$ cat config.mk
export PLATFORM = sky130hd
export DESIGN_NAME = ccvm_core
export DESIGN_NICKNAME = d
export VERILOG_FILES = /design/src/inc/ccvm_pkg.sv /design/src/rtl/ccvm_core.sv
export SDC_FILE = /design/constraint.sdc
export NUM_CORES = 1
export LEC_CHECK = 0
export ABC_CLOCK_PERIOD_IN_PS = 11500
export BUFFER_PORTS_ARGS = -buffer_cell sky130_fd_sc_hd__clkbuf_2
export CORE_ASPECT_RATIO = 1.1
export CORE_MARGIN = 3
export CORE_UTILIZATION = 45
export CTS_CLUSTER_DIAMETER = 30
export DETAILED_ROUTE_END_ITERATION = 8
export SYNTH_ARGS = -nofsm -noshare
export SYNTH_HDL_FRONTEND = slang
export SYNTH_SLANG_ARGS = --single-unit
$ cat constraint.sdc
create_clock -name clk -period 11.5 [get_ports clk]
set_clock_uncertainty 0.2 [all_clocks]
set_input_delay 0 -clock clk [delete_from_list [all_inputs] [get_ports clk]]
set_output_delay 0 -clock clk [all_outputs]
set_load 0.02 [all_outputs]
$ cat src/inc/ccvm_pkg.sv
// Operation
// RL1 - Positive second-minus-first sense difference is charge, negative is discharge.
// RL2 - Each accumulated converter count stands for 3.125 microvolt-hours.
// RL3 - Counts below filter threshold are dropped; threshold is 300 uV before calibration.
// RL4 - Offset calibration starts only after first valid charge since initialization.
// RL5 - Calibration begins within 20 minutes and completes within 60 minutes.
// RL6 - Calibration pauses during charge or discharge activity, resumes afterwards.
// RL7 - Successful calibration lowers filter threshold to 100 uV.
// RL8 - Pack voltage converted every 2 seconds into the pack voltage register.
// RL9 - Divider switch released during measurement, driven low otherwise.
// RL10 - Empty when voltage falls to empty level; fault above maximum during charge.
// RL11 - Empty level 0.45 V, maximum charge level 1.00 V at pack input.
// RL12 - Empty detection suppressed while sense voltage exceeds overload threshold.
// RL13 - Overload detection sets overload flag in secondary flags.
// RL14 - Overload threshold derives from capacity setting latched at initialization.
// RL15 - Display activates on button or detected charge or discharge rate.
// RL16 - Display shows relative capacity against learned discharge capacity.
// RL17 - Filter state, calibration state and overload flag are visible as status.
package ccvm_pkg;

   localparam longint unsigned CLK_HZ         = 125_000_000;
   localparam longint unsigned CAL_START_MIN  = 20;
   localparam longint unsigned CAL_RUN_MIN    = 60;
   localparam longint unsigned CONV_PERIOD_S  = 2;
   localparam longint unsigned CAL_START_CYC  = CAL_START_MIN * 64'd60 * CLK_HZ;
   localparam longint unsigned CAL_RUN_CYC    = CAL_RUN_MIN * 64'd60 * CLK_HZ;
   localparam longint unsigned CONV_CYC       = CONV_PERIOD_S * CLK_HZ;
   localparam int unsigned     SETTLE_CYC     = 16;

   // Scale of one converter count in nano-volt-hours (3.125 uVh)
   localparam int unsigned     COUNT_NVH      = 3125;

   localparam logic [19:0]     FILT_COARSE_UV = 20'h0012C;
   localparam logic [19:0]     FILT_FINE_UV   = 20'h00064;
   localparam logic [15:0]     EMPTY_MV       = 16'h01C2;
   localparam logic [15:0]     MAX_CHG_MV     = 16'h03E8;
   localparam logic [19:0]     OVL_BASE_UV    = 20'h0C350;
   localparam logic [19:0]     OVL_STEP_UV    = 20'h02710;

   typedef logic signed [19:0] ccvm_uv_t;

   typedef enum logic [3:0] {
      CCVM_CAL_IDLE = 4'h1,
      CCVM_CAL_WAIT = 4'h2,
      CCVM_CAL_RUN  = 4'h4,
      CCVM_CAL_DONE = 4'h8
   } ccvm_cal_t;

   typedef struct packed {
      logic overload_flag;
      logic overload_now;
      logic empty;
      logic max_fault;
      logic cal_done;
      logic filter_fine;
      logic charging;
      logic display_on;
   } ccvm_flags_t;

   typedef struct packed {
      ccvm_cal_t          cal;
      logic [39:0]        cal_tmr;
      logic [31:0]        conv_tmr;
      logic [4:0]         settle;
      logic               measuring;
      logic               conv_done;
      logic               cfg_loaded;
      logic [3:0]         cap_level;
      logic signed [31:0] charge_count;
      logic [15:0]        pack_voltage;
      logic [4:0]         leds;
      ccvm_flags_t        flags;
   } ccvm_state_t;

endpackage : ccvm_pkg

$ cat src/rtl/ccvm_core.sv
module ccvm_core #(
   parameter longint unsigned CAL_START_CYCLES = ccvm_pkg::CAL_START_CYC,
   parameter longint unsigned CAL_RUN_CYCLES   = ccvm_pkg::CAL_RUN_CYC,
   parameter longint unsigned CONV_CYCLES      = ccvm_pkg::CONV_CYC
) (
   input  wire logic                 clk,
   input  wire logic                 reset_n,
   input  wire ccvm_pkg::ccvm_uv_t   sense_diff_voltage,
   input  wire logic                 charge_freq_converter,
   input  wire logic [15:0]          pack_voltage_input,
   input  wire logic [3:0]           programmed_capacity,
   input  wire logic                 display_button_input,
   input  wire logic [15:0]          remaining_capacity,
   input  wire logic [15:0]          learned_capacity,
   input  wire logic                 flags_clear,
   output logic signed [31:0]        charge_count,
   output logic [15:0]               pack_voltage_reg,
   output logic                      conv_done,
   output logic                      divider_switch_oe,
   output logic [4:0]                leds,
   output ccvm_pkg::ccvm_flags_t     secondary_flags
);

   // ----------------------------------------------------------------
   // State
   // ----------------------------------------------------------------
   ccvm_pkg::ccvm_state_t s_q;
   ccvm_pkg::ccvm_state_t s_d;

   logic [19:0] abs_uv;
   logic [19:0] filt_uv;
   logic [19:0] ovl_uv;
   logic        above_filt;
   logic        is_charge;
   logic        is_discharge;
   logic        activity;
   logic        count_ev;
   logic        conv_start;
   logic        settle_end;
   logic        ovl_now;
   logic [4:0]  bar;
   logic [18:0] rem_x5;

   // ----------------------------------------------------------------
   // Sense classification and filtering
   // ----------------------------------------------------------------
   always_comb begin
      // Most negative code wraps to itself; outside the 250 mV range anyway
      abs_uv = sense_diff_voltage[19] ? 20'(-sense_diff_voltage)
                                      : 20'(sense_diff_voltage);
   end

   // RL3 RL7 threshold select
   assign filt_uv = s_q.flags.filter_fine ? ccvm_pkg::FILT_FINE_UV
                                          : ccvm_pkg::FILT_COARSE_UV;

   // RL3 drop small counts
   assign above_filt = abs_uv >= filt_uv;

   // RL1 charge direction
   assign is_charge    = ~sense_diff_voltage[19] && (sense_diff_voltage != '0) && above_filt;
   assign is_discharge = sense_diff_voltage[19] && above_filt;

   assign activity = is_charge | is_discharge;

   // RL2 one count per clock cycle with the pulse input high
   assign count_ev = charge_freq_converter && activity;

   // ----------------------------------------------------------------
   // Overload threshold
   // ----------------------------------------------------------------
   // RL14 scaled by capacity level
   assign ovl_uv = ccvm_pkg::OVL_BASE_UV
                 + 20'(ccvm_pkg::OVL_STEP_UV * 20'(s_q.cap_level));

   assign ovl_now = s_q.cfg_loaded && (abs_uv > ovl_uv);

   // ----------------------------------------------------------------
   // Conversion timing
   // ----------------------------------------------------------------
   // RL8 two second period
   assign conv_start = ~s_q.measuring
                    && (s_q.conv_tmr == 32'(CONV_CYCLES - 64'd1));
   assign settle_end = s_q.measuring
                    && (s_q.settle == 5'(ccvm_pkg::SETTLE_CYC - 1));

   // ----------------------------------------------------------------
   // Relative display bar
   // ----------------------------------------------------------------
   assign rem_x5 = 19'(remaining_capacity) * 19'h00005;

   genvar k;
   generate
      for (k = 0; k < 5; k++) begin : g_bar
         // RL16 learned capacity is full scale
         assign bar[k] = (learned_capacity != '0)
                      && (rem_x5 > 19'(learned_capacity) * 19'(k));
      end
   endgenerate

   // ----------------------------------------------------------------
   // Next state
   // ----------------------------------------------------------------
   always_comb begin
      s_d           = s_q;
      s_d.conv_done = 1'b0;

      // Capacity setting is caught once, one edge after reset release
      if (!s_q.cfg_loaded) begin
         s_d.cfg_loaded = 1'b1;
         // RL14 latch capacity level
         s_d.cap_level  = programmed_capacity;
      end

      // RL2 signed accumulation
      if (count_ev) begin
         if (is_charge) begin
            s_d.charge_count = s_q.charge_count + 32'sd1;
         end else begin
            s_d.charge_count = s_q.charge_count - 32'sd1;
         end
      end

      s_d.flags.charging = is_charge;

      // Calibration sequence
      case (s_q.cal)
         ccvm_pkg::CCVM_CAL_IDLE: begin
            // RL4 wait for first valid charge
            if (count_ev && is_charge) begin
               s_d.cal     = ccvm_pkg::CCVM_CAL_WAIT;
               s_d.cal_tmr = '0;
            end
         end
         ccvm_pkg::CCVM_CAL_WAIT: begin
            // RL5 start delay bound
            if (s_q.cal_tmr >= 40'(CAL_START_CYCLES - 64'd1)) begin
               s_d.cal     = ccvm_pkg::CCVM_CAL_RUN;
               s_d.cal_tmr = '0;
            end else begin
               s_d.cal_tmr = s_q.cal_tmr + 40'd1;
            end
         end
         ccvm_pkg::CCVM_CAL_RUN: begin
            // RL6 pause on activity
            if (!activity) begin
               // RL5 completion time
               if (s_q.cal_tmr >= 40'(CAL_RUN_CYCLES - 64'd1)) begin
                  s_d.cal               = ccvm_pkg::CCVM_CAL_DONE;
                  // RL7 fine threshold
                  s_d.flags.filter_fine = 1'b1;
                  s_d.flags.cal_done    = 1'b1;
               end else begin
                  s_d.cal_tmr = s_q.cal_tmr + 40'd1;
               end
            end
         end
         ccvm_pkg::CCVM_CAL_DONE: begin
            s_d.cal_tmr = '0;
         end
         default: begin
            s_d.cal     = ccvm_pkg::CCVM_CAL_IDLE;
            s_d.cal_tmr = '0;
         end
      endcase

      // Pack voltage conversion
      if (conv_start) begin
         s_d.conv_tmr  = '0;
         // RL9 release divider switch
         s_d.measuring = 1'b1;
         s_d.settle    = '0;
      end else if (!s_q.measuring) begin
         s_d.conv_tmr = s_q.conv_tmr + 32'd1;
      end

      if (s_q.measuring) begin
         // Conversion time counts toward the period so it stays at 2 s
         s_d.conv_tmr = s_q.conv_tmr + 32'd1;
         s_d.settle   = s_q.settle + 5'd1;
      end

      if (settle_end) begin
         // RL9 drive low again
         s_d.measuring    = 1'b0;
         // RL8 store result
         s_d.pack_voltage = pack_voltage_input;
         s_d.conv_done    = 1'b1;
         // RL12 empty check held off
         if (!ovl_now) begin
            // RL10 RL11 empty level
            s_d.flags.empty = pack_voltage_input <= ccvm_pkg::EMPTY_MV;
         end
         // RL10 RL11 overvoltage on charge
         s_d.flags.max_fault = is_charge
                            && (pack_voltage_input > ccvm_pkg::MAX_CHG_MV);
      end

      // RL12 live overload level
      s_d.flags.overload_now = ovl_now;

      // RL13 sticky flag, set wins
      if (ovl_now) begin
         s_d.flags.overload_flag = 1'b1;
      end else if (flags_clear) begin
         s_d.flags.overload_flag = 1'b0;
      end

      // RL15 button or rate
      s_d.flags.display_on = display_button_input | activity;
      s_d.leds             = (display_button_input | activity) ? bar : 5'h00;
   end

   // ----------------------------------------------------------------
   // Registers
   // ----------------------------------------------------------------
   always_ff @(posedge clk or negedge reset_n) begin
      if (!reset_n) begin
         s_q.cal          <= ccvm_pkg::CCVM_CAL_IDLE;
         s_q.cal_tmr      <= 40'h00_0000_0000;
         s_q.conv_tmr     <= 32'h0000_0000;
         s_q.settle       <= 5'h00;
         s_q.measuring    <= 1'b0;
         s_q.conv_done    <= 1'b0;
         s_q.cfg_loaded   <= 1'b0;
         s_q.cap_level    <= 4'h0;
         s_q.charge_count <= 32'sh0000_0000;
         s_q.pack_voltage <= 16'h0000;
         s_q.leds         <= 5'h00;
         s_q.flags        <= '0;
      end else begin
         s_q <= s_d;
      end
   end

   // ----------------------------------------------------------------
   // Outputs
   // ----------------------------------------------------------------
   assign charge_count      = s_q.charge_count;
   assign pack_voltage_reg  = s_q.pack_voltage;
   assign conv_done         = s_q.conv_done;
   // RL9 pin low except while measuring
   assign divider_switch_oe = ~s_q.measuring;
   assign leds              = s_q.leds;
   // RL17 status visible
   assign secondary_flags   = s_q.flags;

endmodule : ccvm_core

==> impl_metrics.env <==
export IMPL_min_to="leds[4]"
export IMPL_avgSynthCellArea_um2=8.85
export IMPL_cts_tree="yes"
export IMPL_power_frac_comb=0.504
export IMPL_ys_warnings_count=0
export IMPL_synth_edf_count=0
export IMPL_grt_max_degree=81
export IMPL_status="finished, final reports clean"
export IMPL_fin_util=0.513
export IMPL_setup_viol_count_final=0
export IMPL_cp_common_cell="ha_1"
export IMPL_grt_pass1_wl_um=53300
export IMPL_antenna_left=0
export IMPL_critical_path_class="reg2reg"
export IMPL_cp_max_fo=12
export IMPL_place_inst=1931
export IMPL_root_buffer="clkbuf_16"
export IMPL_ios=140
export IMPL_power_switching_share=0.423
export IMPL_instances_no_fill=1993
export IMPL_synth_compound_area_share=0.163
export IMPL_die_w_um=170
export IMPL_worstPathRequired_ns=11.61
export IMPL_critical_path_top_delay_family="adder cells"
export IMPL_rsz0062_at_grt="false"
export IMPL_drive_gt1_frac=0.142
export IMPL_yosys_area_share_simple=0.196
export IMPL_yosys_cell_types_count=79
export IMPL_drt_iter0_markers=532
export IMPL_grt_usage=0.200
export IMPL_relSlewSlack=0.387
export IMPL_hold_viol=0
export IMPL_holdPathStages=5
export IMPL_reg2reg_from="s_q[63]"
export IMPL_post_cts_buffers=0
export IMPL_overflow=0
export IMPL_synthMuxAreaShare=0.0209
export IMPL_synth_cells=1510
export IMPL_r2r_slack_ns=5.92
export IMPL_crit_slowest_cell="dfrtp_1"
export IMPL_ys_ff_latch=148
export IMPL_clock_sinks=148
export IMPL_critPathCaptureType="flip-flop"
export IMPL_cts_htree_levels=4
export IMPL_wl_um=31700
export IMPL_highest_layer="met4"
export IMPL_num_nets_final=1880
export IMPL_area_growth_pct=11.2
export IMPL_drt_met1_wl_um=14500
export IMPL_wl_met2_um=15100
export IMPL_synth_top_area_share=0.275
export IMPL_cts_path_max_buffers=2
export IMPL_place_gp_congestion=0.886
export IMPL_fin_crit_sh=0.486
export IMPL_drc_errors=0
export IMPL_async_flop_share=1.00
export IMPL_fillers=2747
export IMPL_die_area_um2=31800
export IMPL_rows=65
export IMPL_hp_start="remaining_capacity[1]"
export IMPL_yosysMostFrequentCell="ha_1"
export IMPL_min_path_type="in2reg"
export IMPL_portBuffers=139
export IMPL_cts_made_buffers=17
export IMPL_route_vias_total=11100
export IMPL_synth_fa_ha_area_frac=0.182
export IMPL_viasPerCell=5.55
export IMPL_path_clk_slew_ns=0.07
export IMPL_pwr_share_clk=0.224
export IMPL_clkLatencyLatePin_ns=0.43
export IMPL_max_stage_delay_ns=0.63
export IMPL_crit_path_start_kind="flip-flop"
export IMPL_drv_slew=0
export IMPL_finalSetupTns_ns=0
export IMPL_antenna_cells=0
export IMPL_critPathArrivalTime_ns=5.69
export IMPL_worst_slew_pin_slew_ns=0.920
export IMPL_synth_cell_area_um2=13400
export IMPL_die_y_um=187
export IMPL_placeableCoreArea_um2=29000
export IMPL_total_power_mw=2.47
export IMPL_r2r_end="secondary_flags[5]"
export IMPL_routedWlPerCell_um=15.9
export IMPL_p_int_mw=1.42
export IMPL_initial_core_util=0.461
export IMPL_synth_xor_area_share=0.0956
export IMPL_synth_fp_nets=1778
export IMPL_p_sw_mw=1.04
export IMPL_yosysSeqAreaShare=0.277
export IMPL_r2r_cells=19
export IMPL_p_seq_frac=0.272
export IMPL_met3_length_um=1480
export IMPL_max_clock_freq_ghz=0.179
export IMPL_power_leakage_nw=6.96
export IMPL_synth_top_family_by_area="simple AND/OR/NAND/NOR gates"
export IMPL_power_density_nw_per_um2=166
export IMPL_cap_violations=0
export IMPL_peakVddDrop_mv=0.106
export IMPL_dp_hpwl_um=24300
export IMPL_path_buf_inv=2
export IMPL_synth_common_cells="ha_1, dfrtp_1, nand2_1, nor2_1, xnor2_1"
export IMPL_worstPathCellList="inv_1, fa_1, inv_1, ha_1, ha_1, a211oi_1, o21bai_1, a21o_1, xnor2_1, nor2_1, xor2_1, ha_1, and3_1, nand3_1, or4_1, a211oi_1, o31ai_1, a21oi_1, mux2_2"
export IMPL_layout_min_cycle_time_ns=5.58
export IMPL_largest_reg_flops=87
export IMPL_synth_top_area_cell="dfrtp_1"
export IMPL_dr_pass1_iters=5
export IMPL_grt_pass1_vias=10900
export IMPL_synthTopCellsByArea="dfrtp_1, ha_1, xnor2_1, o21ai_0, buf_4"
export IMPL_synth_ff_type="dfrtp_1"
export IMPL_antenna_found_initial=0
## per-layer routing
metal  GRT usage  vias up
li1            -     5604
met1       0.260     5195
met2       0.344      238
met3      0.0324       29
met4      0.0549        0
met5           0        -
## kinds of logic (layout without fill, tap and decap cells)
group	Yosys count	in the layout
AOI/OAI and AO/OA	335	335
xor gates and xnor gates	145	145
adders and majority gates	191	191
buffers and inverters	161	276
other	1	1
muxes	25	25
DFF	148	148
and+or+nand+nor	504	504
## area by class of cell
type | instances | area [um2] | area share
Timing Repair Buffer | 175 | 1050 | 0.0705
Tap cell | 368 | 460 | 0.0310
Inverter | 69 | 259 | 0.0174
Sequential cell | 148 | 3700 | 0.249
Clock inverter | 12 | 121 | 0.00817
Multi-Input combinational cell | 1201 | 8800 | 0.592
Clock buffer | 20 | 467 | 0.0314
## worst register-to-register path: stages, from the launching register on
cell      delay, ns
dfrtp_1        0.63
inv_1          0.28
fa_1           0.56
inv_1          0.04
ha_1           0.30
ha_1           0.30
a211oi_1       0.43
o21bai_1       0.13
a21o_1         0.25
xnor2_1        0.23
nor2_1         0.08
xor2_1         0.15
ha_1           0.29
and3_1         0.15
nand3_1        0.09
or4_1          0.48
a211oi_1       0.18
o31ai_1        0.15
a21oi_1        0.18
mux2_2         0.37
## how the worst max path moves through the flow
stage | start | end | cells past startpoint | slack, ns
2_1_floorplan | s_q[63] | secondary_flags[5] | 21 | 6.23
3_3_place_gp | s_q[63] | secondary_flags[5] | 19 | 6.08
3_5_place_dp | s_q[63] | secondary_flags[5] | 19 | 5.93
4_1_cts | s_q[63] | secondary_flags[5] | 19 | 5.91
5_1_grt | s_q[63] | secondary_flags[5] | 19 | 5.54
6_report | s_q[63] | secondary_flags[5] | 19 | 5.92
## cell usage in the layout, fill, tap and decap left out, drive strengths merged, types with 7 or more instances in the layout
| cell | count |
|---|---|
| o2111ai | 7 |
| nor3 | 52 |
| o21ai | 101 |
| nor4b | 7 |
| nand2 | 111 |
| a21o | 44 |
| mux2 | 23 |
| or3 | 15 |
| a21oi | 79 |
| nand2b | 11 |
| inv | 72 |
| o21a | 11 |
| o31ai | 13 |
| a211oi | 7 |
| or4 | 12 |
| nand4 | 43 |
| dlygate4sd3 | 30 |
| ha | 185 |
| nor2 | 105 |
| nor4 | 10 |
| nor2b | 26 |
| and3 | 17 |
| and2 | 17 |
| dfrtp | 147 |
| a31oi | 12 |
| xnor2 | 102 |
| or2 | 10 |
| xor2 | 43 |
| buf | 7 |
| o21bai | 15 |
| clkbuf | 158 |
| nand3 | 49 |
## timing repair
action,CTS,global route
gates resized for setup,0,0
hold buffers,30,0
hold endpoints to repair,110,0
## through the flow
stage	hold WS, ns	setup slack (ns)	cell area [um2]
floorplan	-0.496	6.23	13400
global placement	-0.109	6.08	14000
detailed placement	-0.107	5.93	14000
CTS	0.0164	5.91	14900
global route	0.108	5.54	14900
finish	0.0641	5.92	14900
## power groups by stage
stage / combinational, mW / clock [mW] / sequential (mW)
finish: 1.24 / 0.553 / 0.670
global route: 1.41 / 0.593 / 0.682
CTS: 1.25 / 0.572 / 0.671
detailed placement: 1.23 / 0 / 0.681
global placement: 1.22 / 0 / 0.680
floorplan: 1.03 / 0 / 0.654
No activity file was read; power rests on OpenSTA's default activity.
